## src/hdl/dmc_regs.svh

```systemverilog
// Register indices, reset values and codes of the DMA channel block.
// Included by every design file but the package; definitions only.
`ifndef DMC_REGS_SVH
`define DMC_REGS_SVH

// Register indices; byte address on APB is four times the index
`define DMC_CHAN0_CONTROL 12'hfb0
`define DMC_CHAN1_CONTROL 12'hfb8
`define DMC_OFS_CONTROL   12'h000
`define DMC_OFS_PERIPH    12'h001
`define DMC_OFS_HIGH      12'h002
`define DMC_OFS_START     12'h003
`define DMC_OFS_END       12'h004
`define DMC_CHAN_REGS     12'h005

// Reset values
`define DMC_CTL_RESET     8'h00
`define DMC_ADDR_RESET    8'h00

// Peripheral control register page
`define DMC_PERIPH_PAGE   4'hf

// Trigger select codes
`define DMC_TRIG_TIMER0   3'h0
`define DMC_TRIG_TIMER1   3'h1
`define DMC_TRIG_TIMER3   3'h2
`define DMC_TRIG_UART0    3'h4
`define DMC_TRIG_UART1    3'h5
`define DMC_TRIG_TWI      3'h6

// Address steps per transfer
`define DMC_STEP_BYTE     12'h001
`define DMC_STEP_WORD     12'h002

`endif

```

## src/hdl/dmc_pkg.sv

```systemverilog
// Types shared by the DMA channel block.
// Assumes nothing of its surroundings.
package dmc_pkg;

    typedef struct packed {
        logic       chan_enable;
        logic       loop_enable;
        logic       xfer_direction;
        logic       end_irq_enable;
        logic       word_select;
        logic [2:0] trigger_select;
    } dmc_ctl_t;

    typedef struct packed {
        logic [2:0] timer;
        logic [1:0] uart_rx_valid;
        logic [1:0] uart_tx_empty;
        logic       twi_rx;
        logic       twi_tx;
    } dmc_trig_t;

    typedef struct packed {
        logic [11:0] addr;
        logic [7:0]  wdata;
        logic        we;
        logic        re;
    } dmc_mem_t;

    typedef enum logic [2:0] {
        ST_IDLE,
        ST_REQ,
        ST_RD,
        ST_CAP,
        ST_WR
    } dmc_state_t;

endpackage

```

## src/hdl/dmc_trig.sv

```systemverilog
// Trigger source selection and pending request of one channel.
// Assumes trigger levels come from logic on the same clock.
`timescale 1ns/1ps
`include "dmc_regs.svh"
module dmc_trig #(
    parameter int CHAN = 0
) (
    // Clock and reset
    input  wire logic              clk,
    input  wire logic              rstn,
    // Sources and selection
    input  wire dmc_pkg::dmc_trig_t trig,
    input  wire logic [2:0]        trigger_select,
    input  wire logic              chan_enable,
    // Engine side
    input  wire logic              take,
    output logic                   pending
);
    import dmc_pkg::*;

    logic src_prev;
    // Channel 0 watches receive side, channel 1 transmit side
    wire uart0 = (CHAN == 0) ? trig.uart_rx_valid[0]
                             : trig.uart_tx_empty[0];      // [RL10]
    wire uart1 = (CHAN == 0) ? trig.uart_rx_valid[1]
                             : trig.uart_tx_empty[1];      // [RL11]
    wire twi   = (CHAN == 0) ? trig.twi_rx : trig.twi_tx;  // [RL12]
    // Raw peripheral requests, no interrupt controller gating [RL13]
    wire src =
        (trigger_select == `DMC_TRIG_TIMER0) ? trig.timer[0] : // [RL9]
        (trigger_select == `DMC_TRIG_TIMER1) ? trig.timer[1] :
        (trigger_select == `DMC_TRIG_TIMER3) ? trig.timer[2] :
        (trigger_select == `DMC_TRIG_UART0)  ? uart0 :
        (trigger_select == `DMC_TRIG_UART1)  ? uart1 :
        (trigger_select == `DMC_TRIG_TWI)    ? twi : 1'b0; // [RL12]
    wire rise = src & ~src_prev;

    always_ff @(posedge clk or negedge rstn) begin
        if (!rstn) begin
            src_prev <= 1'b0;
            pending  <= 1'b0;
        end else begin
            src_prev <= src;
            if (!chan_enable) begin
                pending <= 1'b0;                    // [RL1]
            end else if (rise) begin
                pending <= 1'b1;                    // [RL1] [RL19]
            end else if (take) begin
                pending <= 1'b0;
            end
        end
    end
endmodule

```

## src/hdl/dmc_addr.sv

```systemverilog
// Start and current address of one channel with end compare.
// Assumes load and step never occur in the same cycle's intent.
`timescale 1ns/1ps
`include "dmc_regs.svh"
module dmc_addr (
    // Clock and reset
    input  wire logic        clk,
    input  wire logic        rstn,
    // Software load
    input  wire logic        load,
    input  wire logic [11:0] load_val,
    // Transfer progress
    input  wire logic        step,
    input  wire logic        word_select,
    input  wire logic [11:0] end_addr,
    // State
    output logic      [11:0] start_addr,
    output logic      [11:0] cur_addr,
    output logic             at_end
);
    assign at_end = (cur_addr == end_addr);
    wire [11:0] incr = word_select ? `DMC_STEP_WORD : `DMC_STEP_BYTE;

    always_ff @(posedge clk or negedge rstn) begin
        if (!rstn) begin
            start_addr <= 12'h000;
            cur_addr   <= 12'h000;
        end else if (load) begin
            start_addr <= load_val;
            cur_addr   <= load_val;
        end else if (step) begin
            if (at_end) begin
                cur_addr <= start_addr;             // [RL2] [RL3]
            end else begin
                cur_addr <= cur_addr + incr;        // [RL16]
            end
        end
    end
endmodule

```

## src/hdl/dmc_top.sv

```systemverilog
// Two general DMA channels with APB registers and a system bus master.
// Assumes bus_ack, triggers and memory on clk; memory read data valid
// two cycles after the cycle in which re is issued.
//
// The implementer's own choice: the APB slave port.
`timescale 1ns/1ps
`include "dmc_regs.svh"
// Functional notes
// [RL1] Disabled channel ignores triggers; enabled starts transfers
// [RL2] Single pass: reload start, then disable
// [RL3] Loop mode: reload start, keep running
// [RL4] Direction bit chooses source and destination
// [RL5] Interrupt at end only when enabled
// [RL6] Byte mode moves one byte per trigger
// [RL7] Word mode moves two bytes per trigger
// [RL8] Software keeps peripheral address even in word mode
// [RL9] Codes 000, 001, 010 select timers 0, 1, 3
// [RL10] Code 100: first serial port rx/tx
// [RL11] Code 101: second serial port rx/tx
// [RL12] Code 110: two-wire rx/tx; 111 selects nothing
// [RL13] Triggers ignore interrupt controller enables
// [RL14] Peripheral must enable its own request gate
// [RL15] Request bus, await acknowledge, transfer, release
// [RL16] Advance address by 1 or 2
// [RL17] Peripheral address is page F plus low byte
// [RL18] Start and end addresses are 12 bits
// [RL19] Trigger during transfer is held, not lost
// [RL20] Self-disable shows enable cleared on read
module dmc_top (
    // Clock and reset
    input  wire logic               clk,
    input  wire logic               rstn,
    // APB slave
    input  wire logic [15:0]        paddr,
    input  wire logic               psel,
    input  wire logic               penable,
    input  wire logic               pwrite,
    input  wire logic [31:0]        pwdata,
    output logic      [31:0]        prdata,
    output logic                    pready,
    output logic                    pslverr,
    // Trigger sources
    input  wire dmc_pkg::dmc_trig_t trig,
    // System bus
    output logic                    bus_req,
    input  wire logic               bus_ack,
    output dmc_pkg::dmc_mem_t       mem,
    input  wire logic [7:0]         mem_rdata,
    // Interrupt requests
    output logic      [1:0]         irq_req
);
    import dmc_pkg::*;

    localparam int NCH = 2;

    dmc_ctl_t    chan_control    [NCH];
    logic [7:0]  periph_addr_low [NCH];
    logic [3:0]  end_hi          [NCH];
    logic [7:0]  end_lo          [NCH];
    logic [11:0] start_addr      [NCH];
    logic [11:0] cur_addr        [NCH];
    logic [7:0]  rd_byte         [NCH];
    logic [NCH-1:0] hit;
    logic [NCH-1:0] at_end;
    logic [NCH-1:0] pending;
    logic [NCH-1:0] irq_en;
    logic [NCH-1:0] take;
    logic [NCH-1:0] step;
    dmc_state_t  state;
    logic        act;
    logic        second;

    // APB decode
    wire [11:0] idx     = paddr[13:2];
    wire        aligned = (paddr[1:0] == 2'h0) && (paddr[15:14] == 2'h0);
    wire        setup   = psel & ~penable;
    wire        wr_en   = psel & penable & pready & pwrite;

    genvar c;
    generate
        for (c = 0; c < NCH; c++) begin : g_chan
            wire [11:0] base = (c == 0) ? `DMC_CHAN0_CONTROL
                                        : `DMC_CHAN1_CONTROL;
            wire [11:0] rel  = idx - base;
            wire in_ch  = aligned && (idx >= base) &&
                          (rel < `DMC_CHAN_REGS);
            wire h_ctl  = in_ch && (rel == `DMC_OFS_CONTROL);
            wire h_io   = in_ch && (rel == `DMC_OFS_PERIPH);
            wire h_hi   = in_ch && (rel == `DMC_OFS_HIGH);
            wire h_st   = in_ch && (rel == `DMC_OFS_START);
            wire h_end  = in_ch && (rel == `DMC_OFS_END);
            wire ld     = wr_en && (h_hi || h_st);
            // 12-bit start built from high nibble and low byte [RL18]
            wire [11:0] ld_val = h_hi ? {pwdata[3:0], start_addr[c][7:0]}
                                      : {start_addr[c][11:8], pwdata[7:0]};
            wire self_off = step[c] && at_end[c] &&
                            !chan_control[c].loop_enable;
            assign hit[c]    = in_ch;
            assign irq_en[c] = chan_control[c].end_irq_enable;
            // Start register reads back the current address
            assign rd_byte[c] =
                h_ctl ? chan_control[c] :
                h_io  ? periph_addr_low[c] :
                h_hi  ? {end_hi[c], cur_addr[c][11:8]} :
                h_st  ? cur_addr[c][7:0] :
                h_end ? end_lo[c] : 8'h00;

            always_ff @(posedge clk or negedge rstn) begin
                if (!rstn) begin
                    chan_control[c] <= dmc_ctl_t'(`DMC_CTL_RESET);
                end else if (wr_en && h_ctl) begin
                    chan_control[c] <= dmc_ctl_t'(pwdata[7:0]);
                end else if (self_off) begin
                    chan_control[c].chan_enable <= 1'b0; // [RL2] [RL20]
                end
            end

            always_ff @(posedge clk or negedge rstn) begin
                if (!rstn) begin
                    periph_addr_low[c] <= `DMC_ADDR_RESET;
                    end_hi[c]          <= 4'h0;
                    end_lo[c]          <= `DMC_ADDR_RESET;
                end else if (wr_en) begin
                    if (h_io) begin
                        periph_addr_low[c] <= pwdata[7:0];
                    end
                    if (h_hi) begin
                        end_hi[c] <= pwdata[7:4];   // [RL18]
                    end
                    if (h_end) begin
                        end_lo[c] <= pwdata[7:0];
                    end
                end
            end

            dmc_trig #(
                .CHAN(c)
            ) u_trig (
                .clk           (clk),
                .rstn          (rstn),
                .trig          (trig),
                .trigger_select(chan_control[c].trigger_select),
                .chan_enable   (chan_control[c].chan_enable),
                .take          (take[c]),
                .pending       (pending[c])
            );

            dmc_addr u_addr (
                .clk        (clk),
                .rstn       (rstn),
                .load       (ld),
                .load_val   (ld_val),
                .step       (step[c]),
                .word_select(chan_control[c].word_select),
                .end_addr   ({end_hi[c], end_lo[c]}),
                .start_addr (start_addr[c]),
                .cur_addr   (cur_addr[c]),
                .at_end     (at_end[c])
            );
        end
    endgenerate

    wire [7:0] rd_mux = hit[0] ? rd_byte[0] : rd_byte[1];

    // Zero wait state: answer registered in the setup cycle
    always_ff @(posedge clk or negedge rstn) begin
        if (!rstn) begin
            pready  <= 1'b0;
            pslverr <= 1'b0;
            prdata  <= 32'h0000_0000;
        end else begin
            pready  <= setup;
            pslverr <= setup & ~|hit;
            if (setup) begin
                prdata <= {24'h00_0000, rd_mux};
            end
        end
    end

    // Transfer engine; channel 0 wins when both are pending
    wire        is_idle = (state == ST_IDLE);
    wire        sel_ch  = ~pending[0];
    wire        dir     = chan_control[act].xfer_direction;
    wire        more    = chan_control[act].word_select & ~second;
    // Peripheral side on page F; word mode relies on even low byte [RL8]
    wire [11:0] per_a   = {`DMC_PERIPH_PAGE, periph_addr_low[act]} +
                          {11'h000, second};            // [RL17]
    wire [11:0] ram_a   = cur_addr[act] + {11'h000, second};
    wire [11:0] src_a   = dir ? per_a : ram_a;          // [RL4]
    wire [11:0] dst_a   = dir ? ram_a : per_a;          // [RL4]
    wire        last_wr = (state == ST_WR) && !more;

    assign take[0] = is_idle & pending[0];
    assign take[1] = is_idle & pending[1] & ~pending[0];
    assign step[0] = last_wr & ~act;
    assign step[1] = last_wr & act;

    always_ff @(posedge clk or negedge rstn) begin
        if (!rstn) begin
            state   <= ST_IDLE;
            act     <= 1'b0;
            second  <= 1'b0;
            bus_req <= 1'b0;
            mem     <= '0;
        end else begin
            unique case (state)
                ST_IDLE: if (|pending) begin
                    act     <= sel_ch;
                    second  <= 1'b0;
                    bus_req <= 1'b1;                // [RL15]
                    state   <= ST_REQ;
                end
                ST_REQ: if (bus_ack) begin          // [RL15]
                    mem.addr <= src_a;
                    mem.re   <= 1'b1;
                    state    <= ST_RD;
                end
                ST_RD: begin
                    mem.re <= 1'b0;
                    state  <= ST_CAP;
                end
                ST_CAP: begin
                    mem.addr  <= dst_a;
                    mem.wdata <= mem_rdata;
                    mem.we    <= 1'b1;
                    state     <= ST_WR;
                end
                ST_WR: begin
                    mem.we <= 1'b0;
                    if (more) begin
                        second <= 1'b1;             // [RL7]
                        state  <= ST_REQ;
                    end else begin
                        bus_req <= 1'b0;            // [RL6] [RL15]
                        state   <= ST_IDLE;
                    end
                end
            endcase
        end
    end

    always_ff @(posedge clk or negedge rstn) begin
        if (!rstn) begin
            irq_req <= 2'b00;
        end else begin
            irq_req <= step & at_end & irq_en;      // [RL5]
        end
    end
endmodule

```

## config.mk

```make
export PLATFORM = sky130hd
export DESIGN_NAME = dmc_top
export DESIGN_NICKNAME = d
export VERILOG_FILES = /design/src/hdl/dmc_pkg.sv /design/src/hdl/dmc_trig.sv /design/src/hdl/dmc_addr.sv /design/src/hdl/dmc_top.sv
export VERILOG_INCLUDE_DIRS = /design/src /design/src/hdl
export SDC_FILE = /design/constraint.sdc
export NUM_CORES = 1
export LEC_CHECK = 0
export ABC_CLOCK_PERIOD_IN_PS = 8050
export CORE_UTILIZATION = 49
export CTS_BUF_LIST = sky130_fd_sc_hd__clkbuf_8
export DETAILED_ROUTE_END_ITERATION = 12
export DONT_BUFFER_PORTS = 1
export PLACE_DENSITY = 0.74
export SLEW_MARGIN = 20
export SYNTH_ARGS = -nofsm -noshare
export SYNTH_HDL_FRONTEND = slang
export SYNTH_HIERARCHICAL = 1
export SYNTH_SLANG_ARGS = --single-unit
export TNS_END_PERCENT = 1
```

## constraint.sdc

```tcl
create_clock -name clk -period 8.05 [get_ports clk]
set_input_delay 2.0125 -clock clk [delete_from_list [all_inputs] [get_ports clk]]
set_output_delay 2.0125 -clock clk [all_outputs]
set_load 0.1 [all_outputs]
```

==> impl_metrics.env <==
export IMPL_drcViolationCount=0
export IMPL_r2r_setup_slack_ns=5.00
export IMPL_synth_avg_cell_area_um2=10.7
export IMPL_portBuffers=0
export IMPL_fin_area_mm2=0.00994
export IMPL_cts_made_buffers=17
export IMPL_synth_area_mm2=0.00942
export IMPL_finalMaxSlewViolations=0
export IMPL_setup_viol_count_final=0
export IMPL_via_per_inst=6.32
export IMPL_dpl_cell_area_mm2=0.00944
export IMPL_io_pins=130
export IMPL_cts_max_level=4
export IMPL_fin_cells=1107
export IMPL_hpwl_um=17000
export IMPL_drv_cap=0
export IMPL_cts_hold_buf=0
export IMPL_r2r_cells=7
export IMPL_areaGrowthSynthToFinish_pct=5.58
export IMPL_clock_sinks=148
export IMPL_critPathRequiredTime_ns=8.43
export IMPL_ant_nets=0
export IMPL_initial_core_util_pct=50.2
export IMPL_chipWidth_um=141
export IMPL_ys_seq_elements=148
export IMPL_place_congestion=0.923
export IMPL_slowest_stage="nor2_1"
export IMPL_critical_path_buf_inv_count=1
export IMPL_r2r_end="g_chan[1].u_addr/cur_addr[1]"
export IMPL_clkTransAtPathRegs_ns=0.08
export IMPL_dieArea_mm2=0.0198
export IMPL_worstHoldPathCells=2
export IMPL_clock_latency_ns=0.46
export IMPL_fp_row_count=50
export IMPL_antenna_found_initial=0
export IMPL_vias=6992
export IMPL_core_mm2=0.0188
export IMPL_drt_iter0_markers=611
export IMPL_dp_slack_ns=3.63
export IMPL_power_density_mw_per_mm2=234
export IMPL_rsz0062_at_grt="false"
export IMPL_dp_cells=1075
export IMPL_fin_crit_ns=3.98
export IMPL_relSlewSlack_pct=26.9
export IMPL_final_hold_violation_count=0
export IMPL_grt_pass1_wl_um=38400
export IMPL_critPathTopFamily="simple AND/OR/NAND/NOR gates"
export IMPL_fillers=1614
export IMPL_grt_pass1_vias=6793
export IMPL_syn_inst=882
export IMPL_crit_arrival_ns=4.36
export IMPL_nets=943
export IMPL_endpoint_kind="register"
export IMPL_r2r_start="pready"
export IMPL_min_path_type="reg -> reg"
export IMPL_hold_start="g_chan[1].u_trig/src_prev"
export IMPL_cts_root_buf="clkbuf_8"
export IMPL_skew_ns=0.0111
export IMPL_status="finished, final reports clean"
export IMPL_fmax_ghz=0.251
export IMPL_finalPower_mw=2.33
export IMPL_critical_path_startpoint_type="primary input"
export IMPL_worst_pin_slew_ns=1.10
export IMPL_min_to="g_chan[1].u_trig/pending"
export IMPL_grt_max_degree=149
export IMPL_setup_slack_ns=4.07
export IMPL_n_antenna_cell=0
export IMPL_finalCritPeriodShare_pct=49.4
export IMPL_cp_slowest_stage_delay_ns=0.64
export IMPL_cts_path_max_buffers=2
export IMPL_worstPathCellList="ha_1 > and2_1 > a21o_1 > a32oi_2 > nor4_2 > buf_4 > nor2_1 > a22oi_1 > o21ai_1"
export IMPL_synth_ff_type="dfrtp_1"
export IMPL_hold_ws_ns=0.498
export IMPL_die_h_um=141
export IMPL_route_detailed_wl_per_inst_um=22.1
export IMPL_ys_types=82
export IMPL_drive_gt1_share_pct=23.0
export IMPL_cts_tree="built"
export IMPL_synth_edff_count=0
export IMPL_ys_warn_count=6
export IMPL_leakagePower_nw=4.57
export IMPL_fin_util_pct=53.0
export IMPL_firstDrtPassIters=6
export IMPL_synth_async_sr_flop_share_pct=100
export IMPL_post_cts_buffers=0
export IMPL_groute_usage_overall_pct=25.5
export IMPL_ir_worst_vdd_mv=0.100
export IMPL_path_max_fanout=30
export IMPL_path_class="in -> reg"
export IMPL_routed_wl_um=24400
export IMPL_grt_overflow_total=0
export IMPL_post_cts_resize_count=0
export IMPL_seq_area_frac_synth_pct=39.3
export IMPL_finalSetupTns_ns=0
flip-flops by register name, summed over array words and instances (netlist names), 2 cells and up:
| signal | flops |
|---|---|
| chan_control | 16 |
| g_chan.u_trig/pending | 2 |
| state | 3 |
| end_lo | 16 |
| g_chan.u_trig/src_prev | 2 |
| mem | 22 |
| irq_req | 2 |
| prdata | 8 |
| periph_addr_low | 16 |
| g_chan.u_addr/start_addr | 24 |
| g_chan.u_addr/cur_addr | 24 |
| end_hi | 8 |
routing by layer:
| metal | global-route usage, % | up-vias | share of wire [%] |
|---|---|---|---|
| li1 | - | 3153 | - |
| met1 | 35.8 | 3462 | 44 |
| met2 | 38.6 | 333 | 44 |
| met3 | 5.84 | 44 | 8.9 |
| met4 | 8.64 | 0 | 2.2 |
| met5 | 0 | - | 0 |
synth_stat cells, types with 11 or more instances:
library cell	instances	area, um2
dfrtp_1	148	3700
mux2_2	123	1390
nand2_1	50	188
mux2i_1	44	440
xor2_1	41	359
a22oi_1	40	300
nor2_1	38	143
a21oi_1	25	125
buf_4	24	180
nand2b_1	22	138
o21ai_0	19	95.1
o21ai_1	19	95.1
o22ai_1	16	100
buf_2	15	75.1
clkbuf_1	15	56.3
inv_1	15	56.3
xnor2_1	13	114
and3_1	12	75.1
nand3b_1	12	90.1
buf_1	11	41.3
nand3_1	11	55.1
nor2b_1	11	68.8
nor3_1	11	55.1
placed cells by master, fill, tap and decap left out, drive strengths merged, types with 10 or more instances in the layout:
master,count
inv,19
conb,24
nand3b,12
nor3,15
a21oi,27
dfrtp,148
nor2b,11
nand4,10
xor2,43
o22ai,16
nor4,11
clkbuf,24
nand2,51
nand3,13
nor2,38
and3,12
xnor2,14
nand2b,22
o21ai,38
mux2i,44
a22oi,42
mux2,130
ha,10
logic make-up (layout without fill, tap and decap cells):
group | after synthesis | after routing | share of synthesized area, %
AO/OA/AOI/OAI | 177 | 177 | 13.0
XOR/XNOR | 57 | 57 | 5.54
adder cells (fa/ha/maj) | 12 | 12 | 1.75
buffers and inverters | 88 | 56 | 5.00
flip-flops | 148 | 148 | 39.3
multiplexers | 174 | 174 | 20.4
other | 1 | 24 | 0.0398
AND/OR/NAND/NOR | 225 | 225 | 15.0
worst register-to-register path: cells and delay by family, from the launching register on:
kind	cells	cell delay (ns)
buf+inv	1	0.38
flops	1	0.94
simple gates	6	1.66
power by group:
group / internal, mW / leakage [nW] / switching, mW
clock network: 0.427 / 0.257 / 0.287
logic: 0.146 / 2.34 / 0.198
registers: 0.805 / 1.98 / 0.468
total: 1.38 / 4.57 / 0.953
worst max path at each step:
stage	startpoint	slack (ns)	depth (start not counted)	to
after global routing	paddr[5]	3.91	9	g_chan[1].u_addr/cur_addr[10]
after CTS	paddr[5]	4.08	9	g_chan[1].u_addr/cur_addr[0]
after floorplan	paddr[5]	3.98	9	g_chan[1].u_addr/cur_addr[1]
after detailed placement	paddr[5]	3.63	9	g_chan[1].u_addr/cur_addr[0]
final	paddr[5]	4.07	9	g_chan[1].u_addr/cur_addr[4]
after global placement	paddr[5]	3.71	9	g_chan[1].u_addr/cur_addr[4]
layout make-up:
cell class | instances | area, um2 | area share (%)
Timing Repair Buffer | 6 | 45.0 | 0.453
Clock inverter | 8 | 168 | 1.69
Tap cell | 234 | 293 | 2.94
Inverter | 18 | 67.6 | 0.680
Sequential cell | 148 | 3700 | 37.3
Clock buffer | 24 | 330 | 3.32
Multi-Input combinational cell | 669 | 5340 | 53.7
Power figures use the tool's default switching activity.
